`src/include/sflash_cfg.svh`:
```
// Constants of the serial flash command front end.
// Assumes inclusion by bare name from the package and the design.
`ifndef SFLASH_CFG_SVH
`define SFLASH_CFG_SVH

// ----------------------------------------
// Instruction codes
// ----------------------------------------
`define OP_WRITE_ENABLE 8'h06
`define OP_WRITE_DISABLE 8'h04
`define OP_STATUS_WRITE 8'h01
`define OP_STATUS_RD1 8'h05
`define OP_STATUS_RD2 8'h35
`define OP_SUSPEND 8'h75
`define OP_RESUME 8'h7A
`define OP_PAGE_PROG 8'h02
`define OP_SECT_ERASE 8'h20
`define OP_BLK32_ERASE 8'h52
`define OP_BLK64_ERASE 8'hD8
`define OP_CHIP_ERASE_A 8'h60
`define OP_CHIP_ERASE_B 8'hC7

// ----------------------------------------
// Status bit positions and sizes
// ----------------------------------------
`define ST_BUSY 0
`define ST_WRITE_LATCH 1
`define ST_BP_LO 2
`define ST_QUAD 6
`define ST_LOCK 7
`define ST_SUSPEND 8
`define BYTE_BITS 8
`define ADDR_BYTES 3'h4
`define BLOCKS 8'h80
`define BP_RESET 4'h0

`endif

```
`src/include/sflash_pkg.sv`:
```
// Types shared by the serial flash front end.
// Assumes sflash_cfg.svh is on the include path.
`include "sflash_cfg.svh"

package sflash_pkg;

  // Array operation handed to the program/erase engine
  typedef struct packed {
    logic [7:0] op;
    logic [23:0] addr;
  } cmd_t;

  typedef enum logic [2:0] {
    K_WEN_SET,
    K_WEN_CLR,
    K_STAT_WR,
    K_SUSP,
    K_RESM,
    K_ADDR,
    K_CHIP,
    K_OTHER
  } kind_t;

endpackage

```
`src/rtl/sflash_front.sv`:
```
// Command front end of a serial flash, on the memory side.
// Assumes all link pins are asynchronous to clk; busy_in and cmd_ready
// come from the array engine on clk.
//
// What this block does
// - Pin protect low and lock set: lock and area bits cannot change.
// - Pin protect high: lock bit has no effect on status writes.
// - Suspend instruction sets the suspend flag.
// - Resume instruction or power cycle clears the suspend flag.
// - Pause entered with select low, at a clock low level.
// - Pause left only when the serial clock is low.
// - Paused: output floats, input and clock ignored.
// - Select high during pause resets the interface.
// - Pause lasts while the pause pin is low.
// - Quad enable disables pause; pin becomes data line 3.
// - Quad enable disables write protect; pin becomes data line 2.
// - Status write refused with pin low and lock set, or with the write enable latch clear.
// - Every bus cycle is exactly eight bits.
// - Instruction starts at select fall; bits taken on rise, MSB first.
// - Select rise inside a bus cycle aborts the instruction.
// - Write enable latch clear: program and erase ignored.
// - Area bits select protected 64KB blocks; writes there blocked.
// - Quad enable 0 keeps pin functions; 1 makes them data lines.
// - Busy bit is 1 while program or erase runs.
`timescale 1ns/10ps
`default_nettype none
`include "sflash_cfg.svh"

module sflash_front (
  input wire logic clk,
  input wire logic reset,
  input wire logic cs_n,
  input wire logic sck,
  input wire logic si,
  input wire logic data_line_2,
  input wire logic data_line_3,
  output logic so,
  output logic so_oe_n,
  output logic [15:0] status,
  input wire logic busy_in,
  output logic cmd_valid,
  input wire logic cmd_ready,
  output sflash_pkg::cmd_t cmd_data
);

  // ----------------------------------------
  // Pin synchronisers
  // ----------------------------------------
  logic [4:0] sync1_r;
  logic [4:0] sync2_r;
  logic cs_n_s, sck_s, si_s, wp_s, hold_s;
  logic cs_d_r, sck_d_r;

  always_ff @(posedge clk or posedge reset) begin
    if (reset) begin
      sync1_r <= 5'h19;
      sync2_r <= 5'h19;
      cs_d_r <= 1'b1;
      sck_d_r <= 1'b0;
    end else begin
      sync1_r <= {data_line_3, data_line_2, si, sck, cs_n};
      sync2_r <= sync1_r;
      cs_d_r <= cs_n_s;
      sck_d_r <= sck_s;
    end
  end

  assign cs_n_s = sync2_r[0];
  assign sck_s = sync2_r[1];
  assign si_s = sync2_r[2];
  assign wp_s = sync2_r[3];
  assign hold_s = sync2_r[4];

  // ----------------------------------------
  // Status state
  // ----------------------------------------
  logic [3:0] bp_r;
  logic quad_r, lock_r, wen_r, suspend_r, hold_r;
  logic locked, busy, sck_rise, sck_fall, cs_rise, exec_go;

  // Protect pin only counts in standard and dual modes
  assign locked = !quad_r && !wp_s && lock_r;
  assign sck_rise = sck_s && !sck_d_r && !cs_n_s && !hold_r;
  assign sck_fall = !sck_s && sck_d_r && !cs_n_s && !hold_r;
  assign cs_rise = cs_n_s && !cs_d_r;

  // ----------------------------------------
  // Pause
  // ----------------------------------------
  always_ff @(posedge clk or posedge reset) begin
    if (reset) begin
      hold_r <= 1'b0;
    end else if (cs_n_s || quad_r) begin
      hold_r <= 1'b0;
    end else if (!sck_s) begin
      hold_r <= !hold_s;
    end
  end

  // ----------------------------------------
  // Bit and byte framing
  // ----------------------------------------
  logic [7:0] shift_r, op_r, byte_w;
  logic [23:0] arg_r;
  logic [2:0] bitcnt_r, bytecnt_r;
  logic reading_r, sel2_r;

  assign byte_w = {shift_r[6:0], si_s};

  always_ff @(posedge clk or posedge reset) begin
    if (reset) begin
      shift_r <= 8'h00;
      op_r <= 8'h00;
      arg_r <= 24'h000000;
      bitcnt_r <= 3'h0;
      bytecnt_r <= 3'h0;
      reading_r <= 1'b0;
      sel2_r <= 1'b0;
    end else if (cs_n_s) begin
      bitcnt_r <= 3'h0;
      reading_r <= 1'b0;
      if (!cs_rise) begin
        bytecnt_r <= 3'h0;
      end
    end else if (sck_rise) begin
      shift_r <= byte_w;
      bitcnt_r <= bitcnt_r + 3'h1;
      if (bitcnt_r == 3'h7) begin
        if (bytecnt_r != 3'h7) begin
          bytecnt_r <= bytecnt_r + 3'h1;
        end
        if (bytecnt_r == 3'h0) begin
          op_r <= byte_w;
          reading_r <= byte_w == `OP_STATUS_RD1 ||
            byte_w == `OP_STATUS_RD2;
          sel2_r <= byte_w == `OP_STATUS_RD2;
        end else if (bytecnt_r < `ADDR_BYTES) begin
          arg_r <= {arg_r[15:0], byte_w};
        end
      end
    end
  end

  // Whole, non-empty frames only: an empty one would replay the old opcode
  assign exec_go = cs_rise && !hold_r && bitcnt_r == 3'h0 &&
    bytecnt_r != 3'h0;

  // ----------------------------------------
  // Instruction decode and protection
  // ----------------------------------------
  sflash_pkg::kind_t kind;

  always_comb begin
    unique case (op_r)
      `OP_WRITE_ENABLE: kind = sflash_pkg::K_WEN_SET;
      `OP_WRITE_DISABLE: kind = sflash_pkg::K_WEN_CLR;
      `OP_STATUS_WRITE: kind = sflash_pkg::K_STAT_WR;
      `OP_SUSPEND: kind = sflash_pkg::K_SUSP;
      `OP_RESUME: kind = sflash_pkg::K_RESM;
      `OP_PAGE_PROG, `OP_SECT_ERASE, `OP_BLK32_ERASE,
      `OP_BLK64_ERASE: kind = sflash_pkg::K_ADDR;
      `OP_CHIP_ERASE_A, `OP_CHIP_ERASE_B: kind = sflash_pkg::K_CHIP;
      default: kind = sflash_pkg::K_OTHER;
    endcase
  end

  function automatic logic prot_hit(input logic [3:0] bp,
                                    input logic [6:0] blk);
    logic [7:0] b;
    b = {1'b0, blk};
    unique case (bp)
      4'h0: prot_hit = 1'b0;
      4'h1, 4'h2, 4'h3, 4'h4, 4'h5, 4'h6:
        prot_hit = b >= (`BLOCKS - (8'h01 << bp));
      4'h9, 4'hA, 4'hB, 4'hC, 4'hD, 4'hE:
        prot_hit = b < (`BLOCKS - (8'h40 >> (bp - 4'h9)));
      default: prot_hit = 1'b1;
    endcase
  endfunction

  logic room, push, pop, addr_ok, chip_ok;
  logic stat_wr_go;
  sflash_pkg::cmd_t push_d;

  assign addr_ok = kind == sflash_pkg::K_ADDR &&
    bytecnt_r >= `ADDR_BYTES && !prot_hit(bp_r, arg_r[22:16]);
  assign chip_ok = kind == sflash_pkg::K_CHIP && bytecnt_r == 3'h1 &&
    bp_r == 4'h0;
  assign push = exec_go && wen_r && room && (addr_ok || chip_ok);
  assign push_d = '{op: op_r, addr: arg_r};
  assign stat_wr_go = exec_go && kind == sflash_pkg::K_STAT_WR &&
    bytecnt_r >= 3'h2;

  // ----------------------------------------
  // Status bits
  // ----------------------------------------
  always_ff @(posedge clk or posedge reset) begin
    if (reset) begin
      bp_r <= `BP_RESET;
      quad_r <= 1'b0;
      lock_r <= 1'b0;
      wen_r <= 1'b0;
      suspend_r <= 1'b0;
    end else if (exec_go) begin
      unique case (kind)
        sflash_pkg::K_WEN_SET: wen_r <= bytecnt_r == 3'h1;
        sflash_pkg::K_WEN_CLR: wen_r <= 1'b0;
        sflash_pkg::K_STAT_WR: begin
          // Status write also needs the latch set first
          if (stat_wr_go && wen_r && !locked) begin
            bp_r <= arg_r[`ST_QUAD-1:`ST_BP_LO];
            quad_r <= arg_r[`ST_QUAD];
            lock_r <= arg_r[`ST_LOCK];
          end
          if (stat_wr_go) begin
            wen_r <= 1'b0;
          end
        end
        sflash_pkg::K_SUSP: suspend_r <= 1'b1;
        sflash_pkg::K_RESM: suspend_r <= 1'b0;
        sflash_pkg::K_ADDR, sflash_pkg::K_CHIP: begin
          if (push) begin
            wen_r <= 1'b0;
          end
        end
        sflash_pkg::K_OTHER: wen_r <= wen_r;
      endcase
    end
  end

  // Queued work counts as busy so a poll never sees a gap
  assign busy = busy_in || cmd_valid;

  always_ff @(posedge clk or posedge reset) begin
    if (reset) begin
      status <= 16'h0000;
    end else begin
      status <= {7'h00, suspend_r, lock_r, quad_r, bp_r, wen_r, busy};
    end
  end

  // ----------------------------------------
  // Serial output
  // ----------------------------------------
  logic [7:0] out_byte;
  logic out_on_r;
  assign out_byte = sel2_r ? status[15:8] : status[7:0];

  // Output that has begun is driven again once a pause ends
  always_ff @(posedge clk or posedge reset) begin
    if (reset) begin
      so <= 1'b0;
      so_oe_n <= 1'b1;
      out_on_r <= 1'b0;
    end else if (cs_n_s || hold_r) begin
      so_oe_n <= 1'b1;
      out_on_r <= out_on_r && !cs_n_s;
    end else if (sck_fall && reading_r) begin
      so <= out_byte[~bitcnt_r];
      so_oe_n <= 1'b0;
      out_on_r <= 1'b1;
    end else begin
      so_oe_n <= !out_on_r;
    end
  end

  // ----------------------------------------
  // Two-entry command buffer
  // ----------------------------------------
  logic v1_r;
  sflash_pkg::cmd_t e1_r;

  assign room = !v1_r;
  assign pop = cmd_valid && cmd_ready;

  always_ff @(posedge clk or posedge reset) begin
    if (reset) begin
      cmd_valid <= 1'b0;
      v1_r <= 1'b0;
      cmd_data <= '0;
      e1_r <= '0;
    end else if (pop) begin
      cmd_valid <= v1_r || push;
      cmd_data <= v1_r ? e1_r : push_d;
      v1_r <= v1_r && push;
      e1_r <= push_d;
    end else if (push && !cmd_valid) begin
      cmd_valid <= 1'b1;
      cmd_data <= push_d;
    end else if (push) begin
      v1_r <= 1'b1;
      e1_r <= push_d;
    end
  end
endmodule
`default_nettype wire

```
`config.mk`:
```
export PLATFORM = sky130hd
export DESIGN_NAME = sflash_front
export DESIGN_NICKNAME = d
export VERILOG_FILES = /design/src/include/sflash_pkg.sv /design/src/rtl/sflash_front.sv
export VERILOG_INCLUDE_DIRS = /design/src /design/src/include
export SDC_FILE = /design/constraint.sdc
export NUM_CORES = 1
export LEC_CHECK = 0
export BUFFER_PORTS_ARGS = -buffer_cell sky130_fd_sc_hd__clkbuf_2
export CAP_MARGIN = 20
export CORE_UTILIZATION = 30
export DETAILED_ROUTE_END_ITERATION = 8
export MAX_ROUTING_LAYER = met4
export PLACE_DENSITY_LB_ADDON = 0.15
export REMOVE_ABC_BUFFERS = 1
export SLEW_MARGIN = 15
export SYNTH_ARGS = -nofsm -noshare
export SYNTH_HDL_FRONTEND = slang
export SYNTH_SLANG_ARGS = --single-unit
```
`constraint.sdc`:
```
create_clock -name clk -period 6.3 [get_ports clk]
set_clock_uncertainty 0.05 [all_clocks]
set_input_delay 1.26 -clock clk [delete_from_list [all_inputs] [get_ports clk]]
set_output_delay 1.26 -clock clk [all_outputs]
set_load 0.01 [all_outputs]
```
==> out/metrics.cfg <==
[placed_design]
gp_congestion=0.795
io_buffers=52
numPlacedInstances=909
hpwl_mm=11.2

[power]
leakage_uw=0.00373
peakVddDrop_mv=0.148
power_density_nw_per_um2=281

[synth]
synth.avg_cell_area_sq_um=12.3
syn_area_sq_um=7070
ys_seq_area_share_pct=51.8
ys_seq_elements=146
netlist_top_cells_count=dfrtp_1 (138), mux2_2 (78), nand2_1 (38), o22a_1 (30), ha_1 (26)
synth.distinct_cells=63
synth_flop_cell=dfrtp_1
synth-edff-count=0
synth_top_area_cell=dfrtp_1
yosys_warnings=0
yosysMostFrequentCell=dfrtp_1
synthCells=577
synthTopCellsByArea=dfrtp_1 (49%), mux2_2 (12%), ha_1 (4.6%), o22a_1 (3.7%), o221a_1 (3.2%)
synth_top_area_share_pct=48.8
async_reset_ff_share_pct=100

[timing]
min_period_ps=4480
fin_setup_tns_ps=0
hold_violations=0
timing.fmax_mhz=223
slew_violations=0
max-slew-margin-rel_pct=35.7
fin_crit_sh_pct=71.2
tightest_slew_ps=963
rsz0062_at_grt=false
setup_viol=0

[drt]
route.vias.total=4747
via_per_inst=5.04
firstDrtPassIters=4
drt.antenna.violating_nets=0
drt_iter0_markers=272
wl_mm=16.9
avgRoutedWirePerCell_um=18.0
post-route-drc-count=0

[clock_network]
clk_pin_slew_ps=60
cts.sinks=146
cts_tree=built
cts_buffer_depth=2
post-cts-setup-buffer-count=0
cts_resized=0
clk-insertion-delay-late_ps=420
ctsHtreeMaxLevel=4
cts-buffers-inserted=17
ctsHoldBuffers=0
root_buffer=clkbuf_16

[cells_and_area]
fin_cells=941
antenna_cells=0
area_growth_pct=15.0
final_layout_size_suffix_gt1_share_pct=31.4
final_nets=650

[die]
start_util_pct=30.9
die_w_um=156
row_count=55
ios=60
design.core.area_sq_um=22900
dieArea_sq_um=24200
die_y_um=156

[grt]
antenna_found_initial=0
grt_pass1_vias=4768
grt_pass1_wl_mm=27.3
gr-total-overflow=0
track_usage_pct=15.2
grt_max_degree=89

[worst_setup_path]
cp.arrival_ps=4740
cp_max_fo=24
cp.required_ps=6550
startpoint_type=register
crit_type=reg2reg
end_kind=register
crit_start=bp_r[3]
r2r_start=bp_r[3]

[worst_hold_path]
hp-class=reg2reg
hp-start=sync1_r[0]

[run_status]
status=completed

[job]
cap_violations=0

[where the power goes]
| group | switching (uW) | internal (uW) |
|---|---|---|
| Clock | 432 | 639 |
| Sequential | 73.1 | 998 |
| Combinational | 74.6 | 73.1 |
[cells in the final DEF (no fill, tap or decap), types with 8 or more instances in the layout]
master,n
dfrtp_1,138
mux2_2,78
clkbuf_2,52
nand2_1,38
o22a_1,30
ha_1,26
o21ai_0,24
nor2_1,21
o221a_1,20
clkbuf_16,17
a21oi_1,15
inv_1,14
nand4_1,13
nor3_1,10
nand2b_1,9
dfstp_2,8
[worst max-delay path, stage by stage, from the launching register on]
cell and delay (ps):
dfrtp_1 560, or2_2 400, or3b_2 460, ha_1 270, nor3_1 150, a21oi_1 60
o21ai_0 210, ha_1 280, nand4_1 90, nor2_1 40, a211o_1 340, nand2_1 410
a41oi_4 550, o221a_2 470
[final cells by class]
class                           count  area, sq um
Fill cell                        2220        14800
Sequential cell                   146         3660
Multi-Input combinational cell    378         3100
Clock buffer                       18          429
Tap cell                          313          392
Timing Repair Buffer               57          298
Clock inverter                     14          194
Inverter                           15         61.3
[stage by stage]
step                total power [uW]  setup WS [ps]  util (%)  area (sq um)  hold WS [ps]
floorplan                       1150           1080         -          6820           281
global placement                1240           1970      32.8          7510           286
detailed placement              1240           1770      32.8          7510           293
CTS                             2320           1770      35.5          8140           306
global route                    2380           1520      35.5          8140           308
finish                          2290           1820      35.5          8140           305
[path summary, 6_finish.rpt]
kind,end,slack (ps),depth (start not counted)
min in group asynchronous,e1_r[0],910,2
max in group asynchronous,arg_r[13],3960,3
worst max-delay path,cmd_data[22],1820,13
worst max register to register,cmd_data[22],1820,13
worst min-delay path,sync2_r[0],310,0
worst min register to register,sync2_r[0],310,0
[per-layer routing]
| metal | global-route usage, % | vias to the layer above | wire, um |
|---|---|---|---|
| met5 | - | - | 0 |
| met4 | 5.42 | 0 | 288 |
| met2 | 24.0 | 85 | 8200 |
| met3 | 2.56 | 15 | 487 |
| met1 | 19.8 | 2423 | 7940 |
| li1 | - | 2224 | - |
[state kept, by name, summed over array words and instances, names as in the netlist, 3 cells and up]
| name | count |
|---|---|
| cmd_data | 32 |
| op_r | 8 |
| e1_r | 32 |
| bp_r | 4 |
| shift_r | 7 |
| arg_r | 24 |
| sync2_r | 5 |
| bytecnt_r | 3 |
| sync1_r | 5 |
| status | 9 |
| bitcnt_r | 3 |
[cells by family after synthesis]
kind of cell	Yosys count	synth area share [%]
xor gates and xnor gates	3	0.371
adders and majority gates	26	4.60
AOI/OAI and AO/OA	127	14.8
DFF	146	51.8
muxes	82	13.3
and+or+nand+nor	133	10.4
other	1	0.0530
buffers and inverters	59	4.74
No activity file was read; power rests on OpenSTA's default activity.
